## src/wdt_wake_pkg.sv

```systemverilog
// constants, types and helpers shared by the watchdog and wake-up block
package wdt_wake_pkg;

    localparam int ADDR_W  = 3;
    localparam int DATA_W  = 8;
    localparam int PORTA_W = 8;
    localparam int INT_W   = 8;
    localparam int CNT_W   = 18;

    // register offsets
    localparam logic [ADDR_W-1:0] OFS_WDT_CTRL = 3'h0;
    localparam logic [ADDR_W-1:0] OFS_SYS_CTRL = 3'h1;
    localparam logic [ADDR_W-1:0] OFS_SYS_MODE = 3'h2;
    localparam logic [ADDR_W-1:0] OFS_STATUS   = 3'h3;
    localparam logic [ADDR_W-1:0] OFS_PA_WAKE  = 3'h4;

    // field positions
    localparam int WDT_KEY_LSB        = 3;
    localparam int WDT_KEY_MSB        = 7;
    localparam int WDT_PER_LSB        = 0;
    localparam int WDT_PER_MSB        = 2;
    localparam int SYS_IDLE_KEEP_BIT  = 7;
    localparam int SYS_UV_FLAG_BIT    = 2;
    localparam int SYS_VS_FLAG_BIT    = 1;
    localparam int SYS_KEY_FLAG_BIT   = 0;
    localparam int MODE_IDLE_SEL_BIT  = 0;
    localparam int STATUS_PDF_BIT     = 0;
    localparam int STATUS_TO_BIT      = 1;

    // reset values
    localparam logic [DATA_W-1:0]  WDT_CTRL_RST = 8'h53;
    localparam logic [DATA_W-1:0]  SYS_CTRL_RST = 8'h00;
    localparam logic [DATA_W-1:0]  SYS_MODE_RST = 8'h00;
    localparam logic [PORTA_W-1:0] PA_WAKE_RST  = 8'h00;

    // key codes
    localparam logic [4:0] KEY_DISABLE = 5'h15;
    localparam logic [4:0] KEY_ENABLE  = 5'h0a;

    // timing: the watchdog runs from the low-speed rc oscillator
    localparam int         LOW_SPEED_RC_OSC_NOMINAL_KHZ   = 32;
    localparam int         KEY_RESET_MIN_LOW_SPEED_RC_OSC = 2;
    localparam logic [1:0] KEY_RESET_TICKS    = 2'(KEY_RESET_MIN_LOW_SPEED_RC_OSC + 1);

    typedef enum logic [1:0] {
        mode_run,
        mode_idle_clk,
        mode_low
    } mode_t;

    typedef struct packed {
        logic [ADDR_W-1:0] addr;
        logic [DATA_W-1:0] wdata;
        logic              wr;
        logic              rd;
    } reg_req_t;

    typedef struct packed {
        logic halt;
        logic clear_watchdog_instruction;
    } cpu_event_t;

    typedef struct packed {
        logic wake;
        logic resume_next;
        logic int_response;
        logic system_reset;
        logic pc_sp_reset;
    } wake_out_t;

    typedef struct packed {
        logic sys_clk_en;
        logic timebase_clk_en;
        logic sub_clk_en;
        logic cpu_halted;
    } clk_ctl_t;

    // terminal count for a period code: 2^n - 1 watchdog clocks
    function automatic logic [CNT_W-1:0] period_mask(input logic [2:0] sel);
        logic [CNT_W-1:0] m;
        m = '0;
        unique case (sel)
            3'h0: m = 18'h000ff;
            3'h1: m = 18'h003ff;
            3'h2: m = 18'h00fff;
            3'h3: m = 18'h03fff;
            3'h4: m = 18'h07fff;
            3'h5: m = 18'h0ffff;
            3'h6: m = 18'h1ffff;
            3'h7: m = 18'h3ffff;
        endcase
        return m;
    endfunction : period_mask

endpackage : wdt_wake_pkg

```

## src/watchdog_and_wakeup_control.sv

```systemverilog
// watchdog timer, power-down entry and wake-up control
// Operation
// - halt with idle select and clock keep both set enters idle-with-clock mode
// - entering idle keeps state; watchdog counter cleared, resumes if enabled
// - halt sets the power-down flag and clears the timeout flag
// - low-power modes wake on reset, port A fall, interrupt or overflow
// - reset wake is full reset; overflow wake sets timeout, resets pc and sp
// - power-down flag cleared by power-up or clear-watchdog, set by halt
// - per-pin port A wake enables; resume after the halt
// - disabled or stack-full interrupt wake resumes after halt, stays pending
// - enabled interrupt with free stack gets normal interrupt response
// - requests already pending at halt do not wake the device
// - watchdog counter is clocked by the low-speed rc oscillator
// - period code selects 2^8,10,12,14,15,16,17,18 watchdog clocks
// - always-enabled option: both keys keep running, others reset
// - software option: 10101 disables, 01010 enables, others reset
// - bad key resets after 2 to 3 oscillator cycles, sets key flag
// - key flag set only by hardware, cleared only by writing zero
// - system control bits 6 to 3 read as zero
// - timeout resets device when running, only pc and sp when asleep
// - clear-watchdog instruction, reset or halt clear the counter
//
// Chosen here: the strobed register port and the placing of the registers.
`timescale 1ns/1ps
`default_nettype none

module watchdog_and_wakeup_control (
    // clock and reset
    input  wire logic                             clk,
    input  wire logic                             resetn,
    // register port
    input  wire wdt_wake_pkg::reg_req_t           reg_req,
    output logic [wdt_wake_pkg::DATA_W-1:0]       reg_rdata,
    // core side
    input  wire wdt_wake_pkg::cpu_event_t         cpu_event,
    input  wire logic                             wdt_always_on,
    input  wire logic [wdt_wake_pkg::INT_W-1:0]   int_req,
    input  wire logic [wdt_wake_pkg::INT_W-1:0]   int_enable,
    input  wire logic                             stack_full,
    // pins
    input  wire logic                             low_speed_rc_osc_clk,
    input  wire logic [wdt_wake_pkg::PORTA_W-1:0] porta_pins,
    // results
    output wdt_wake_pkg::wake_out_t               wake_out,
    output wdt_wake_pkg::clk_ctl_t                clk_ctl,
    output logic                                  wdt_running
);

    typedef struct packed {
        wdt_wake_pkg::mode_t                    mode;
        logic [wdt_wake_pkg::DATA_W-1:0]        wdt_ctrl;
        logic                                   idle_clock_keep;
        logic                                   undervoltage_reset_flag;
        logic                                   voltage_select_reset_flag;
        logic                                   key_reset_flag;
        logic                                   idle_select;
        logic                                   powerdown_flag;
        logic                                   timeout_flag;
        logic [wdt_wake_pkg::PORTA_W-1:0]       porta_wake_enable;
        logic [wdt_wake_pkg::CNT_W-1:0]         cnt;
        logic [2:0]                             period;
        logic [1:0]                             key_cnt;
        logic                                   low_speed_rc_osc_meta;
        logic                                   low_speed_rc_osc_sync;
        logic                                   low_speed_rc_osc_prev;
        logic [wdt_wake_pkg::PORTA_W-1:0]       pa_meta;
        logic [wdt_wake_pkg::PORTA_W-1:0]       pa_sync;
        logic [wdt_wake_pkg::PORTA_W-1:0]       pa_prev;
        logic [wdt_wake_pkg::INT_W-1:0]         int_masked;
        logic [wdt_wake_pkg::DATA_W-1:0]        rdata;
        wdt_wake_pkg::wake_out_t                pulses;
    } state_t;

    state_t s_q;
    state_t s_d;

    logic                              low_speed_rc_osc_tick;
    logic [4:0]                        key;
    logic                              key_ok;
    logic                              wdt_on;
    logic                              overflow;
    logic [wdt_wake_pkg::PORTA_W-1:0]  pa_fall;
    logic [wdt_wake_pkg::INT_W-1:0]    int_new;
    logic [wdt_wake_pkg::INT_W-1:0]    int_serve;
    logic [wdt_wake_pkg::DATA_W-1:0]   sys_ctrl_rd;

    always_comb begin
        s_d         = s_q;
        s_d.pulses  = '0;
        s_d.rdata   = '0;

        // pin synchronisers; the first stage feeds only the second
        s_d.low_speed_rc_osc_meta = low_speed_rc_osc_clk;
        s_d.low_speed_rc_osc_sync = s_q.low_speed_rc_osc_meta;
        s_d.low_speed_rc_osc_prev = s_q.low_speed_rc_osc_sync;
        s_d.pa_meta   = porta_pins;
        s_d.pa_sync   = s_q.pa_meta;
        s_d.pa_prev   = s_q.pa_sync;

        // one enable pulse per oscillator rising edge
        low_speed_rc_osc_tick = s_q.low_speed_rc_osc_sync & ~s_q.low_speed_rc_osc_prev;

        key    = s_q.wdt_ctrl[wdt_wake_pkg::WDT_KEY_MSB:wdt_wake_pkg::WDT_KEY_LSB];
        key_ok = (key == wdt_wake_pkg::KEY_DISABLE) || (key == wdt_wake_pkg::KEY_ENABLE);
        wdt_on = key_ok && (wdt_always_on || key == wdt_wake_pkg::KEY_ENABLE);

        // the latched code is used so a rewrite cannot cut a running sequence short
        overflow = wdt_on && low_speed_rc_osc_tick && (s_q.cnt == wdt_wake_pkg::period_mask(s_q.period));

        pa_fall   = s_q.pa_prev & ~s_q.pa_sync & s_q.porta_wake_enable;
        int_new   = int_req & ~s_q.int_masked;
        int_serve = int_new & int_enable;

        sys_ctrl_rd = '0;
        sys_ctrl_rd[wdt_wake_pkg::SYS_IDLE_KEEP_BIT] = s_q.idle_clock_keep;
        sys_ctrl_rd[wdt_wake_pkg::SYS_UV_FLAG_BIT]   = s_q.undervoltage_reset_flag;
        sys_ctrl_rd[wdt_wake_pkg::SYS_VS_FLAG_BIT]   = s_q.voltage_select_reset_flag;
        sys_ctrl_rd[wdt_wake_pkg::SYS_KEY_FLAG_BIT]  = s_q.key_reset_flag;

        // register reads, answered in the next cycle
        if (reg_req.rd) begin
            unique case (reg_req.addr)
                wdt_wake_pkg::OFS_WDT_CTRL: s_d.rdata = s_q.wdt_ctrl;
                wdt_wake_pkg::OFS_SYS_CTRL: s_d.rdata = sys_ctrl_rd;
                wdt_wake_pkg::OFS_SYS_MODE: s_d.rdata[wdt_wake_pkg::MODE_IDLE_SEL_BIT] = s_q.idle_select;
                wdt_wake_pkg::OFS_STATUS: begin
                    s_d.rdata[wdt_wake_pkg::STATUS_PDF_BIT] = s_q.powerdown_flag;
                    s_d.rdata[wdt_wake_pkg::STATUS_TO_BIT]  = s_q.timeout_flag;
                end
                wdt_wake_pkg::OFS_PA_WAKE:  s_d.rdata = s_q.porta_wake_enable;
                default:                    s_d.rdata = '0;
            endcase
        end

        // register writes; hardware events below override them
        if (reg_req.wr) begin
            unique case (reg_req.addr)
                wdt_wake_pkg::OFS_WDT_CTRL: s_d.wdt_ctrl = reg_req.wdata;
                wdt_wake_pkg::OFS_SYS_CTRL: begin
                    s_d.idle_clock_keep           = reg_req.wdata[wdt_wake_pkg::SYS_IDLE_KEEP_BIT];
                    s_d.undervoltage_reset_flag   = reg_req.wdata[wdt_wake_pkg::SYS_UV_FLAG_BIT];
                    s_d.voltage_select_reset_flag = reg_req.wdata[wdt_wake_pkg::SYS_VS_FLAG_BIT];
                    // writing one leaves the flag alone
                    if (!reg_req.wdata[wdt_wake_pkg::SYS_KEY_FLAG_BIT]) begin
                        s_d.key_reset_flag = 1'b0;
                    end
                end
                wdt_wake_pkg::OFS_SYS_MODE: s_d.idle_select = reg_req.wdata[wdt_wake_pkg::MODE_IDLE_SEL_BIT];
                wdt_wake_pkg::OFS_PA_WAKE:  s_d.porta_wake_enable = reg_req.wdata;
                default: begin
                end
            endcase
        end

        // counter runs on oscillator ticks only; held clear while disabled
        if (!wdt_on) begin
            s_d.cnt    = '0;
            s_d.period = s_q.wdt_ctrl[wdt_wake_pkg::WDT_PER_MSB:wdt_wake_pkg::WDT_PER_LSB];
        end else if (low_speed_rc_osc_tick) begin
            s_d.cnt = s_q.cnt + 1'b1;
        end

        if (cpu_event.clear_watchdog_instruction) begin
            s_d.cnt            = '0;
            s_d.period         = s_q.wdt_ctrl[wdt_wake_pkg::WDT_PER_MSB:wdt_wake_pkg::WDT_PER_LSB];
            s_d.powerdown_flag = 1'b0;
        end

        // halt only acts while the core is executing
        if (cpu_event.halt && s_q.mode == wdt_wake_pkg::mode_run) begin
            s_d.cnt            = '0;
            s_d.period         = s_q.wdt_ctrl[wdt_wake_pkg::WDT_PER_MSB:wdt_wake_pkg::WDT_PER_LSB];
            s_d.powerdown_flag = 1'b1;
            s_d.timeout_flag   = 1'b0;
            s_d.int_masked     = int_req;
            if (s_q.idle_select && s_q.idle_clock_keep) begin
                s_d.mode = wdt_wake_pkg::mode_idle_clk;
            end else begin
                s_d.mode = wdt_wake_pkg::mode_low;
            end
        end

        // wake sources while halted
        if (s_q.mode != wdt_wake_pkg::mode_run && !overflow) begin
            if (int_new != '0) begin
                s_d.mode        = wdt_wake_pkg::mode_run;
                s_d.pulses.wake = 1'b1;
                s_d.int_masked  = '0;
                if (int_serve != '0 && !stack_full) begin
                    s_d.pulses.int_response = 1'b1;
                end else begin
                    s_d.pulses.resume_next = 1'b1;
                end
            end else if (pa_fall != '0) begin
                s_d.mode               = wdt_wake_pkg::mode_run;
                s_d.pulses.wake        = 1'b1;
                s_d.pulses.resume_next = 1'b1;
                s_d.int_masked         = '0;
            end
        end

        // overflow: full reset when running, pc and sp only when halted
        if (overflow) begin
            s_d.cnt          = '0;
            s_d.period       = s_q.wdt_ctrl[wdt_wake_pkg::WDT_PER_MSB:wdt_wake_pkg::WDT_PER_LSB];
            s_d.timeout_flag = 1'b1;
            s_d.int_masked   = '0;
            if (s_q.mode == wdt_wake_pkg::mode_run) begin
                s_d.pulses.system_reset = 1'b1;
            end else begin
                s_d.mode               = wdt_wake_pkg::mode_run;
                s_d.pulses.wake        = 1'b1;
                s_d.pulses.pc_sp_reset = 1'b1;
            end
        end

        // corrupted key: reset after the third tick, i.e. 2 to 3 oscillator cycles
        if (key_ok) begin
            s_d.key_cnt = '0;
        end else if (low_speed_rc_osc_tick) begin
            if (s_q.key_cnt == wdt_wake_pkg::KEY_RESET_TICKS - 2'h1) begin
                s_d.key_cnt             = '0;
                s_d.key_reset_flag      = 1'b1;
                s_d.pulses.system_reset = 1'b1;
                s_d.pulses.wake         = (s_q.mode != wdt_wake_pkg::mode_run);
                s_d.pulses.pc_sp_reset  = 1'b0;
                s_d.pulses.resume_next  = 1'b0;
                s_d.pulses.int_response = 1'b0;
                s_d.wdt_ctrl            = wdt_wake_pkg::WDT_CTRL_RST;
                s_d.cnt                 = '0;
                s_d.period              = wdt_wake_pkg::WDT_CTRL_RST[wdt_wake_pkg::WDT_PER_MSB:wdt_wake_pkg::WDT_PER_LSB];
                s_d.mode                = wdt_wake_pkg::mode_run;
                s_d.int_masked          = '0;
            end else begin
                s_d.key_cnt = s_q.key_cnt + 2'h1;
            end
        end
    end

    // external reset is the full reset: power-up state everywhere
    always_ff @(posedge clk) begin
        if (!resetn) begin
            s_q                           <= '0;
            s_q.mode                      <= wdt_wake_pkg::mode_run;
            s_q.wdt_ctrl                  <= wdt_wake_pkg::WDT_CTRL_RST;
            s_q.period                    <= wdt_wake_pkg::WDT_CTRL_RST[wdt_wake_pkg::WDT_PER_MSB:wdt_wake_pkg::WDT_PER_LSB];
            s_q.idle_clock_keep           <= wdt_wake_pkg::SYS_CTRL_RST[wdt_wake_pkg::SYS_IDLE_KEEP_BIT];
            s_q.undervoltage_reset_flag   <= wdt_wake_pkg::SYS_CTRL_RST[wdt_wake_pkg::SYS_UV_FLAG_BIT];
            s_q.voltage_select_reset_flag <= wdt_wake_pkg::SYS_CTRL_RST[wdt_wake_pkg::SYS_VS_FLAG_BIT];
            s_q.key_reset_flag            <= wdt_wake_pkg::SYS_CTRL_RST[wdt_wake_pkg::SYS_KEY_FLAG_BIT];
            s_q.idle_select               <= wdt_wake_pkg::SYS_MODE_RST[wdt_wake_pkg::MODE_IDLE_SEL_BIT];
            s_q.porta_wake_enable         <= wdt_wake_pkg::PA_WAKE_RST;
        end else begin
            s_q <= s_d;
        end
    end

    // clocks: all kept in idle-with-clock, stopped in the other low-power modes
    always_comb begin
        clk_ctl.cpu_halted      = (s_q.mode != wdt_wake_pkg::mode_run);
        clk_ctl.sys_clk_en      = (s_q.mode != wdt_wake_pkg::mode_low);
        clk_ctl.timebase_clk_en = (s_q.mode != wdt_wake_pkg::mode_low);
        clk_ctl.sub_clk_en      = (s_q.mode != wdt_wake_pkg::mode_low);
    end

    assign reg_rdata   = s_q.rdata;
    assign wake_out    = s_q.pulses;
    assign wdt_running = wdt_on;

endmodule : watchdog_and_wakeup_control

`default_nettype wire

```

## config.mk

```make
export PLATFORM = sky130hd
export DESIGN_NAME = watchdog_and_wakeup_control
export DESIGN_NICKNAME = d
export VERILOG_FILES = /design/src/wdt_wake_pkg.sv /design/src/watchdog_and_wakeup_control.sv
export SDC_FILE = /design/constraint.sdc
export NUM_CORES = 1
export LEC_CHECK = 0
export BUFFER_PORTS_ARGS = -buffer_cell sky130_fd_sc_hd__buf_2
export CORE_MARGIN = 2
export CORE_UTILIZATION = 45
export DETAILED_ROUTE_END_ITERATION = 8
export PLACE_DENSITY = 0.78
export SLEW_MARGIN = 20
export SYNTH_ARGS = -nofsm -noshare
export SYNTH_HDL_FRONTEND = slang
export SYNTH_SLANG_ARGS = --single-unit
export TNS_END_PERCENT = 1
```

## constraint.sdc

```tcl
create_clock -name clk -period 1.5 [get_ports clk]
set_input_delay 0.375 -clock clk [delete_from_list [all_inputs] [get_ports clk]]
set_output_delay 0.375 -clock clk [all_outputs]
set_load 0.01 [all_outputs]
```

==> results of run 1 <==
[how the worst min path moves through the flow]
stage	start	to	slack, ns	cells past startpoint
finish	porta_pins[7]	s_d[36]$_SDFF_PN0_	0.19	2
global route	porta_pins[6]	s_d[35]$_SDFF_PN0_	0.17	2
CTS	porta_pins[7]	s_d[36]$_SDFF_PN0_	0.18	2
detailed placement	s_d[32]$_SDFF_PN0_	s_d[24]$_SDFF_PN0_	0.42	1
global placement	s_d[34]$_SDFF_PN0_	s_d[26]$_SDFF_PN0_	0.41	1
floorplan	s_d[29]$_SDFF_PN0_	s_d[21]$_SDFF_PN0_	0.41	1
[registers in the layout (all words and copies together) (netlist names), named ones only]
| signal | count |
|---|---|
| s_q | 60 |
| s_d | 18 |
| reg_rdata | 8 |
| key | 5 |
| wake_out | 5 |
[power by group through the flow]
stage | Clock, W | Sequential (W) | Combinational (W)
3_5_place_dp | 0 | 0.00291 | 0.000540
4_1_cts | 0.00193 | 0.00285 | 0.000583
3_3_place_gp | 0 | 0.00291 | 0.000528
2_1_floorplan | 0 | 0.00290 | 0.000314
5_1_grt | 0.00206 | 0.00287 | 0.000666
6_report | 0.00192 | 0.00286 | 0.000607
[per-layer routing]
metal | wire length [um] | share of wire, % | vias to the layer above | GRT usage (%)
met1 | 4383 | 42 | 1795 | 25.75
met5 | 0 | 0 | - | 0
met2 | 5184 | 49 | 133 | 35.26
li1 | - | - | 1897 | -
met4 | 332 | 3.1 | 0 | 8.603
met3 | 645 | 6.1 | 34 | 4.814
[timing repair]
| item | in CTS | in global routing |
|---|---|---|
| buffers inserted | 6 | 1 |
| endpoints found under the setup margin | 55 | 58 |
| pin swaps | 22 | 5 |
| gates resized for setup | 28 | 19 |
[worst max-delay path, cell delays in order, from the launching register on]
cell      delay (ns)
dfxtp_2         0.34
and4bb_2        0.31
and3_4          0.22
nor2_4          0.04
inv_2           0.06
buf_6           0.09
[kinds of logic (layout without fill, tap and decap cells)]
logic type	Yosys count	after routing	share of synthesized area, %
AND/OR/NAND/NOR	228	228	28.61
flip-flops	103	103	46.78
AO/OA/AOI/OAI	60	60	9.112
buffers and inverters	47	175	5.507
multiplexers	23	23	5.535
XOR/XNOR	21	21	4.172
adder cells (fa/ha/maj)	1	1	0.2838
[layout make-up]
type	instances	area, um^2	area share (%)
clock buffer	10	137.6	2.404
clock inverter	6	86.33	1.508
inverter	13	48.80	0.8525
multi-input combinational	333	2238	39.10
sequential	103	2073	36.22
tap	133	166.4	2.907
timing repair buffer	146	973.4	17.01
[per-stage QoR]
step	worst slack [ns]	hold WS [ns]	util [%]	setup TNS, ns
3_5_place_dp	-0.2921	0.4169	54.82	-7.570
2_1_floorplan	-0.1362	0.4119	-	-2.975
5_1_grt	-0.3529	0.1746	59.38	-11.56
4_1_cts	-0.3056	0.1805	58.54	-5.926
3_3_place_gp	-0.2482	0.4138	54.82	-4.703
6_report	-0.3236	0.1905	59.38	-7.896
[cells in the final DEF, fill, tap and decap left out, types with 4 or more instances in the layout]
cell type  count
xnor2_1        5
nor2_1        37
and2_1        28
a21oi_1       18
a21boi_0       9
inv_1         11
mux2i_1       21
nor3_1         8
dfxtp_2        9
buf_4         81
buf_6          4
nand3_1       25
nor2b_1       10
dfxtp_1       94
nand2b_1       9
nand2_1       51
xor2_1        16
nor4_2        10
clkbuf_8      10
nand4_1       11
buf_2         60
nand3b_1       5
nor4_1         5
o21ai_1        6
==> results.md, run 1 <==
* Status: finished, violations left
* Failing checks: negative setup slack
* Worst setup path class: flip-flop to output pin
* CP startpoint: key[3]$_SDFF_PN1_
* Most frequent cell after synthesis: dfxtp_1
* Synth unique cells at 59
* RePlAce Congestion at 0.9503
* Setup repair after global routing missed its margin: true
* Synth Register Bits at 103
* Crit path to: wdt_running
* Nets at 651
* First-pass GRT wire length at 17100 um
* Area grow syn2layout at 29.86%
* Remaining antenna violation count after routing at 0
* Clk pin slew, worst setup/hold paths at 0.10 ns
* Synth Flop Type: dfxtp_1
* Antenna diode count at 0
* CTS root buffer: clkbuf_8
* Grt ovf at 0
* Initial core utilization at 45.73%
* Die X at 103.0 um
* Min Clock Period, post-route at 1.824 ns
* WL per Instance at 14.17 um
* Die ar. at 0.01060 mm^2
* Filler cell count at 813
* Crit path arrival time at 1.45 ns
* Comb power frac at 11.3%
* Largest net degree at the start of global routing at 26
* Core box area at 0.009639 mm^2
* H-tree Lvls at 3
* Synth warn at 0
* Worst Hold Class: input pin to flip-flop
* Yosys top cell by area: dfxtp_1
* Critical path peak fanout at 3
* Setup crit end kind: output pin
* Fin. max-slew vios at 0
* Total power at 0.005383 W
* PwrDens at 940.4 mW/mm^2
* I/O Pins at 62
* Synth area leaders: dfxtp_1 47%, mux2i_1 4.8%, nand2_1 4.4%, and2_1 4.0%, nor2_1 3.3%
* Vias in the first global route at 3691
* Pre-antenna DRT Iters at 5
* Post-synth EDFFs at 0
* DR DRC count at 0
* DP HPWL at 7445 um
* Via count at 3859
* CTS tree: built
* Number of clock sinks at 103
* Setup violators final at 54
* Final period util at 121.6%
* P_int at 0.003980 W
* Placed Cells at 721
* CTS buffer count at 9
* Syn Nets at 528
* Post-synth top cells: 103 x dfxtp_1, 52 x nand2_1, 39 x nor2_1
* Worst flop-to-flop path endpoint: s_q[94]$_SDFF_PN0_
* Peak Freq at 548.4 MHz
* Syn Area/Cell at 9.126 um^2
* Sw Pwr at 0.001403 W
* Startpoint types: flip-flop
* Final Non-Filler Cells at 744
* Initial DRC count at 318
* Worst vdd ir at 0.9289 mV
* Synth top area share at 46.78%
* Hold violation count in the final report at 0
* Syn Inst Count at 483
* Async S/R FF share, synth at 0%
* Clock buffer depth at 2
* WL final at 10550 um
* Finished Cell Area at 0.005724 mm^2
* Clk_lat worst skew at 0.39 ns
* Vias/cell at 5.187
* R2R Setup Slk at -0.24 ns
* # hold bufs at CTS at 0
* Sequential fraction of design power at 53.1%
* Slew margin rel. at 74.78%
* MaxCap Viol Count at 0
* Worst r2r src: s_q[64]$_SDFF_PN0_
* Final setup margin at -0.3236 ns
* Seq/Total Area, Yosys at 46.78%
* Placed inst area at 0.005284 mm^2
* Sw frac at 26.06%
* LEAKAGE at 2.396 nW
* CP Data Required Time at 1.12 ns
* Post-Syn Area at 0.004408 mm^2
* Clock Skews at 0.01227 ns
* Std-Cell Rows at 36
* Worst-case reg-to-reg path depth at 5
* Least-Margin Pin Slew at 0.3754 ns
* Total GRT Usage at 20.90%
* Initial antenna violation count at 0
* Power share of the clock group at 35.6%
* Port buffer count at 61
* Die height at 103.0 um
* Fraction of layout cells with a size suffix above 1 at 35.19%
(Power assumes the default switching activity.)
==> run 2, diff against run 1 <==
--- a/config.mk
+++ b/config.mk
@@ -5,11 +5,11 @@
 export SDC_FILE = /design/constraint.sdc
 export NUM_CORES = 1
 export LEC_CHECK = 0
-export BUFFER_PORTS_ARGS = -buffer_cell sky130_fd_sc_hd__buf_2
 export CORE_MARGIN = 2
 export CORE_UTILIZATION = 45
 export DETAILED_ROUTE_END_ITERATION = 8
-export PLACE_DENSITY = 0.78
+export DONT_BUFFER_PORTS = 1
+export PLACE_DENSITY = 0.72
 export SLEW_MARGIN = 20
 export SYNTH_ARGS = -nofsm -noshare
 export SYNTH_HDL_FRONTEND = slang
==> run 2 against run 1 <==
  * The flow still finishes with violations (negative setup slack)
  * Critical path depth fell by 1
  * Critical endpoint unchanged
  * Core utilization fell by 4.4 points
  * Cell count fell by 9.5%
  * Clock power fell by 8%
  * Via count fell by 8.1%
==> results.md, run 2 (same netlist as run 1, synthesis figures left out) <==
* CTS root buffer: clkbuf_8
* Fraction of layout cells with a size suffix above 1 at 25.19% (-10 points)
* Worst Hold Class: input pin to flip-flop
* Worst vdd ir at 0.6196 mV (-33%)
* Final Non-Filler Cells at 673 (-9.5%)
* DP HPWL at 7286 um (-2.1%)
* Initial core utilization at 45.73% (unchanged)
* CTS buffer count at 9 (unchanged)
* Fin Setup TNS at -6.640 ns (+1.256 ns)
* LEAKAGE at 2.056 nW (-14%)
* Hold violation count in the final report at 0 (unchanged)
* Remaining antenna violation count after routing at 0 (unchanged)
* Antenna diode count at 0 (unchanged)
* Fin Hold WS at 0.1171 ns (-0.07339 ns)
* Pre-antenna DRT Iters at 5 (unchanged)
* Vias in the first global route at 3340 (-9.5%)
* Least-Margin Pin Slew at 0.3809 ns (+0.005455 ns)
* Setup violators final at 45 (-17%)
* Die ar. at 0.01060 mm^2 (unchanged)
* Initial DRC count at 253 (-20%)
* Sw frac at 26.74% (+0.68 points)
* RePlAce Congestion at 0.9550 (+0.49%)
* Initial antenna violation count at 0 (unchanged)
* PwrDens at 959.6 mW/mm^2 (+2.0%)
* Min Clock Period, post-route at 1.737 ns (-0.08620 ns)
* Area grow syn2layout at 20.27%
* P_int at 0.003727 W (-6.4%)
* Critical path peak fanout at 3 (unchanged)
* Clock buffer depth at 2 (unchanged)
* Most frequent cells in the layout: 95 x dfxtp_1, 70 x buf_4, 52 x nand2_1
* Sequential fraction of design power at 56.2% (+3.1 points)
* Via count at 3547 (-8.1%)
* Largest net degree at the start of global routing at 52 (+100%)
* CP Data Required Time at 1.12 ns (about the same)
* Core box area at 0.009639 mm^2 (unchanged)
* Comb power frac at 8.9% (-2.4 points)
* Fin. max-slew vios at 0 (unchanged)
* Worst setup path class: flip-flop to output pin
* Crit path arrival time at 1.36 ns (-0.09 ns)
* Grt ovf at 0 (unchanged)
* MaxCap Viol Count at 0 (unchanged)
* H-tree Lvls at 3 (unchanged)
* Worst r2r src: s_q[53]$_SDFF_PN0_
* Placed inst area at 0.004938 mm^2 (-6.5%)
* CTS tree: built
* DR DRC count at 0 (unchanged)
* Clk_lat worst skew at 0.37 ns (-0.02 ns)
* I/O Pins at 62 (unchanged)
* Port buffer count at 0 (-100%)
* First-pass GRT wire length at 15350 um (-10%)
* WL final at 9837 um (-6.7%)
* Status: finished, violations left
* Die X at 103.0 um (unchanged)
* Finished Cell Area at 0.005301 mm^2 (-7.4%)
* Worst slack, placed at -0.2791 ns (+0.01294 ns)
* Die height at 103.0 um (unchanged)
* Clk pin slew, worst setup/hold paths at 0.12 ns (+0.02 ns)
* Std-Cell Rows at 36 (unchanged)
* Final setup margin at -0.2374 ns (+0.08620 ns)
* Clock Skews at 0.01370 ns (+0.001427 ns)
* Setup repair after global routing missed its margin: true
* Slew margin rel. at 74.54% (-0.24 points)
* Nets at 580 (-11%)
* Vias/cell at 5.270 (+1.6%)
* # hold bufs at CTS at 0 (unchanged)
* Most flops, register: s_q
* WL per Instance at 14.62 um (+3.1%)
* Number of clock sinks at 103 (unchanged)
* CP startpoint: key[3]$_SDFF_PN1_
* R2R Setup Slk at -0.23 ns (about the same)
* Worst hold start: porta_pins[1]
* Power share of the clock group at 34.8% (-0.8 points)
* Placed Cells at 653 (-9.4%)
* Failing checks: negative setup slack
* Peak Freq at 575.6 MHz (+5.0%)
* Final period util at 115.8% (-5.7 points)
* Max reg flops at 60 (unchanged)
* Most common cell after layout, fill and taps aside: dfxtp_1
* Sw Pwr at 0.001360 W (-3.0%)
* Total GRT Usage at 18.39% (-2.5 points)
* Startpoint types: flip-flop
* Setup crit end kind: output pin
-- run 2: critical path, cell delays in order (launching register included) --
cell and delay [ns]:
dfxtp_2 0.34, and4bb_2 0.31, and3_4 0.22, nor2_4 0.05, inv_2 0.08
-- run 2: worst paths after layout --
kind                            endpoint  depth (start not counted)
hold / removal        s_d[30]$_SDFF_PN0_                          1
setup reg to reg  wake_out[4]$_SDFF_PN0_                          6
hold reg to reg       s_d[21]$_SDFF_PN0_                          1
setup / recovery             wdt_running                          4
-- run 2: power by group through the flow --
stage	combinational, W	sequential, W	clock [W]
floorplan	0.000314	0.00290	0
global placement	0.000401	0.00292	0
detailed placement	0.000412	0.00292	0
CTS	0.000440	0.00286	0.00181
global route	0.000493	0.00287	0.00195
finish	0.000455	0.00286	0.00177
-- run 2: layout make-up --
cell class	count	area [um^2]
Timing Repair Buffer	75	599.3
Clock inverter	7	91.34
Multi-Input combinational cell	333	2197
Inverter	13	51.30
Sequential cell	103	2072
Clock buffer	9	123.9
Fill cell	839	4338
Tap cell	133	166.4
-- run 2: per-layer routing --
metal / GRT usage (%) / share of wire, % / vias to the layer above
li1: - / - / 1756
met1: 22.75 / 43 / 1656
met2: 31.32 / 50 / 116
met3: 5.220 / 5.2 / 19
met4: 5.263 / 1.5 / 0
met5: 0 / 0 / -
-- run 2: what timing repair did --
action	in CTS	in global routing
setup buffers	3	1
endpoints found under the setup margin	57	51
pin swaps	7	19
hold endpoints to repair	0	0
resized for setup	21	17
-- run 2: per-stage QoR --
| step | utilization (%) | total power (W) |
|---|---|---|
| after floorplan | - | 0.003217 |
| after global placement | 51.23 | 0.003318 |
| after detailed placement | 51.23 | 0.003332 |
| after CTS | 54.28 | 0.005110 |
| after global routing | 55.00 | 0.005308 |
| final | 55.00 | 0.005087 |
==> run 3, diff against run 2 <==
--- a/config.mk
+++ b/config.mk
@@ -9,6 +9,7 @@
 export CORE_UTILIZATION = 45
 export DETAILED_ROUTE_END_ITERATION = 8
 export DONT_BUFFER_PORTS = 1
+export GPL_TIMING_DRIVEN = 0
 export PLACE_DENSITY = 0.72
 export SLEW_MARGIN = 20
 export SYNTH_ARGS = -nofsm -noshare
==> run 3 against run 2 <==
  * Critical path type is now flip-flop to flip-flop
  * Maximum frequency shrank 2.6%
  * Cell area shrank 3.6%
  * The run still ends with negative setup slack left
  * First-iteration DRC count grew 32%
  * Largest cell class unchanged
  * Flip-flop and latch count is the same
  * Non-clock buffer count shrank 31
  * Clock skew grew 0.0013 ns
  * Setup slack lost 0.047 ns
  * Sequential share of layout area grew 1.6 points
  * Global-route usage grew 0.46 points
  * Combinational power is essentially flat
  * Critical path depth grew 1
==> results.md, run 3 (same netlist as run 1, synthesis figures left out) <==
* Status: finished, violations left
* Failing checks: negative setup slack
* Most Crowded Layer GR: met2
* Remaining antenna violation count after routing at 0 (unchanged)
* Most flops, register: s_q
* Sequential fraction of design power at 55.7% (-0.5 points)
* Vias/cell at 5.390 (+2.3%)
* Worst flop-to-flop path endpoint: wake_out[4]$_SDFF_PN0_
* PwrDens at 1005 mW/mm^2 (+4.7%)
* Clk_lat worst skew at 0.38 ns (about the same)
* Most frequent cells in the layout: 94 x dfxtp_1, 51 x nand2_1, 37 x nor2_1
* P_int at 0.003702 W (-0.67%)
* Met2 usage at 30.62% (-0.70 points)
* Port buffer count at 0 (unchanged)
* Crit path arrival time at 2.08 ns (+0.72 ns)
* Die height at 103.0 um (unchanged)
* Crit-path cells: or3_4 -> a22oi_2 -> nand4_1 -> or2_4 -> a31oi_4
* R2R Setup Slk at -0.28 ns (-0.05 ns)
* Worst-case reg-to-reg path depth at 5 (-1)
* Critical path peak fanout at 4 (+1)
* Initial core utilization at 45.73% (unchanged)
* Buffers & Inverters on Critical Path at 0 (-1)
* Largest net degree at the start of global routing at 23 (-56%)
* Setup crit end kind: flip-flop
* Fin Hold WS at 0.1070 ns (-0.01007 ns)
* Area grow syn2layout at 15.92%
* Initial antenna violation count at 0 (unchanged)
* DP HPWL at 7013 um (-3.7%)
* First-pass GRT wire length at 15320 um (-0.18%)
* Max reg flops at 60 (unchanged)
* Hold violation count in the final report at 0 (unchanged)
* Final setup margin at -0.2842 ns (-0.04670 ns)
* Peak Freq at 560.5 MHz (-2.6%)
* Finished Cell Area at 0.005110 mm^2 (-3.6%)
* Nets at 550 (-5.2%)
* Clk pin slew, worst setup/hold paths at 0.12 ns (about the same)
* Met1 Use GR at 22.96% (+0.21 points)
* DR DRC count at 0 (unchanged)
* Grt ovf at 0 (unchanged)
* Die ar. at 0.01060 mm^2 (unchanged)
* Crit path to: wake_out[4]$_SDFF_PN0_
* CTS tree: built
* WL per Instance at 15.64 um (+7.0%)
* Vias in the first global route at 3242 (-2.9%)
* Power share of the clock group at 35.4% (+0.6 points)
* Worst setup path class: flip-flop to flip-flop
* CP max stage cell: or3_4
* Fin. max-slew vios at 0 (unchanged)
* Placed inst area at 0.004574 mm^2 (-7.4%)
* Min Clock Period, post-route at 1.784 ns (+0.04670 ns)
* Total power at 0.005134 W (+0.92%)
* RePlAce Congestion at 0.8957 (-6.2%)
* Clock Skews at 0.01496 ns (+0.001262 ns)
* Sw Pwr at 0.001432 W (+5.3%)
* MaxCap Viol Count at 0 (unchanged)
* Worst vdd ir at 0.7169 mV (+16%)
* Core box area at 0.009639 mm^2 (unchanged)
* Critical Path Max Stage Delay at 0.39 ns (+0.05 ns)
* H-tree Lvls at 3 (unchanged)
* Final Non-Filler Cells at 643 (-4.5%)
* Number of clock sinks at 103 (unchanged)
* Fraction of layout cells with a size suffix above 1 at 19.80% (-5.4 points)
* CTS buffer count at 9 (unchanged)
* Sw frac at 27.90% (+1.2 points)
* Startpoint types: flip-flop
* Least-Margin Pin Slew at 0.5343 ns (+0.1534 ns)
* CTS root buffer: clkbuf_8
* Setup violators final at 45 (unchanged)
* Via count at 3466 (-2.3%)
* Worst Hold Class: input pin to flip-flop
* Cell family with most CP delay: simple AND/OR/NAND/NOR gates
* Final period util at 118.9% (+3.1 points)
* Critical Path Stages at 5 (+1)
* Routing usage on met3 at 5.085% (-0.14 points)
* Total GRT Usage at 18.86% (+0.46 points)
* Antenna diode count at 0 (unchanged)
* Setup repair after global routing missed its margin: true
* Most common cell after layout, fill and taps aside: dfxtp_1
* I/O Pins at 62 (unchanged)
* Std-Cell Rows at 36 (unchanged)
* Placed Cells at 616 (-5.7%)
* LEAKAGE at 1.872 nW (-9.0%)
* # hold bufs at CTS at 0 (unchanged)
* WL final at 10060 um (+2.2%)
* CP Data Required Time at 1.80 ns (+0.68 ns)
* Initial DRC count at 334 (+32%)
* Clock buffer depth at 2 (unchanged)
* Die X at 103.0 um (unchanged)
* Pre-antenna DRT Iters at 4 (-1)
* Slew margin rel. at 64.38% (-10 points)
* Comb power frac at 8.9% (about the same)
-- run 3: changes by cell type in the layout (fill, tap and decap cells not counted), sizes merged --
| cell | previous run | this run |
|---|---|---|
| clkbuf | 9 | 20 |
| buf | 75 | 33 |
| clkinv | 3 | 2 |
| nor2 | 40 | 41 |
| inv | 17 | 18 |
-- run 3: layout make-up --
| cell class | instances | area, um^2 |
|---|---|---|
| Tap cell | 133 | 166.4 |
| Multi-Input combinational cell | 334 | 2305 |
| Sequential cell | 103 | 2078 |
| Timing Repair Buffer | 11 | 86.33 |
| Clock inverter | 7 | 91.34 |
| Fill cell | 897 | 4529 |
| Clock buffer | 9 | 123.9 |
| Buffer | 33 | 210.2 |
| Inverter | 13 | 48.80 |
-- run 3: power groups by stage --
stage               clock network, W  logic, W  registers [W]
CTS                          0.00185  0.000423        0.00286
finish                       0.00182  0.000456        0.00286
global route                 0.00196  0.000496        0.00287
detailed placement                 0  0.000389        0.00292
floorplan                          0  0.000314        0.00290
global placement                   0  0.000378        0.00291
-- run 3: worst min path at each step --
stage / from / endpoint / slack (ns) / depth (start not counted)
after floorplan: s_d[29]$_SDFF_PN0_ / s_d[21]$_SDFF_PN0_ / 0.41 / 1
after global placement: s_d[29]$_SDFF_PN0_ / s_d[21]$_SDFF_PN0_ / 0.42 / 1
after detailed placement: s_d[34]$_SDFF_PN0_ / s_d[26]$_SDFF_PN0_ / 0.42 / 1
after CTS: porta_pins[3] / s_d[32]$_SDFF_PN0_ / 0.1 / 1
after global routing: porta_pins[3] / s_d[32]$_SDFF_PN0_ / 0.09 / 1
final: porta_pins[3] / s_d[32]$_SDFF_PN0_ / 0.11 / 1
-- run 3: metrics by stage --
| stage | worst slack, ns | setup TNS [ns] | utilization, % |
|---|---|---|---|
| 2_1_floorplan | -0.1362 | -2.975 | - |
| 3_3_place_gp | -0.4556 | -16.77 | 47.46 |
| 3_5_place_dp | -0.4791 | -19.40 | 47.46 |
| 4_1_cts | -0.3069 | -9.552 | 51.67 |
| 5_1_grt | -0.3374 | -12.35 | 53.01 |
| 6_report | -0.2842 | -9.107 | 53.01 |
-- run 3: per-layer routing --
layer | wire (um) | up-vias | share of wire, %
li1 | - | 1700 | -
met1 | 4351 | 1622 | 43
met2 | 4783 | 115 | 48
met3 | 557 | 29 | 5.5
met4 | 365 | 0 | 3.6
met5 | 0 | - | 0
-- run 3: repair_timing --
item / 4_1_cts / 5_1_grt
endpoints found under the setup margin: 53 / 56
buffers inserted: 8 / 3
gates cloned: 1 / 0
pin swaps: 26 / 12
gates resized for setup: 38 / 23
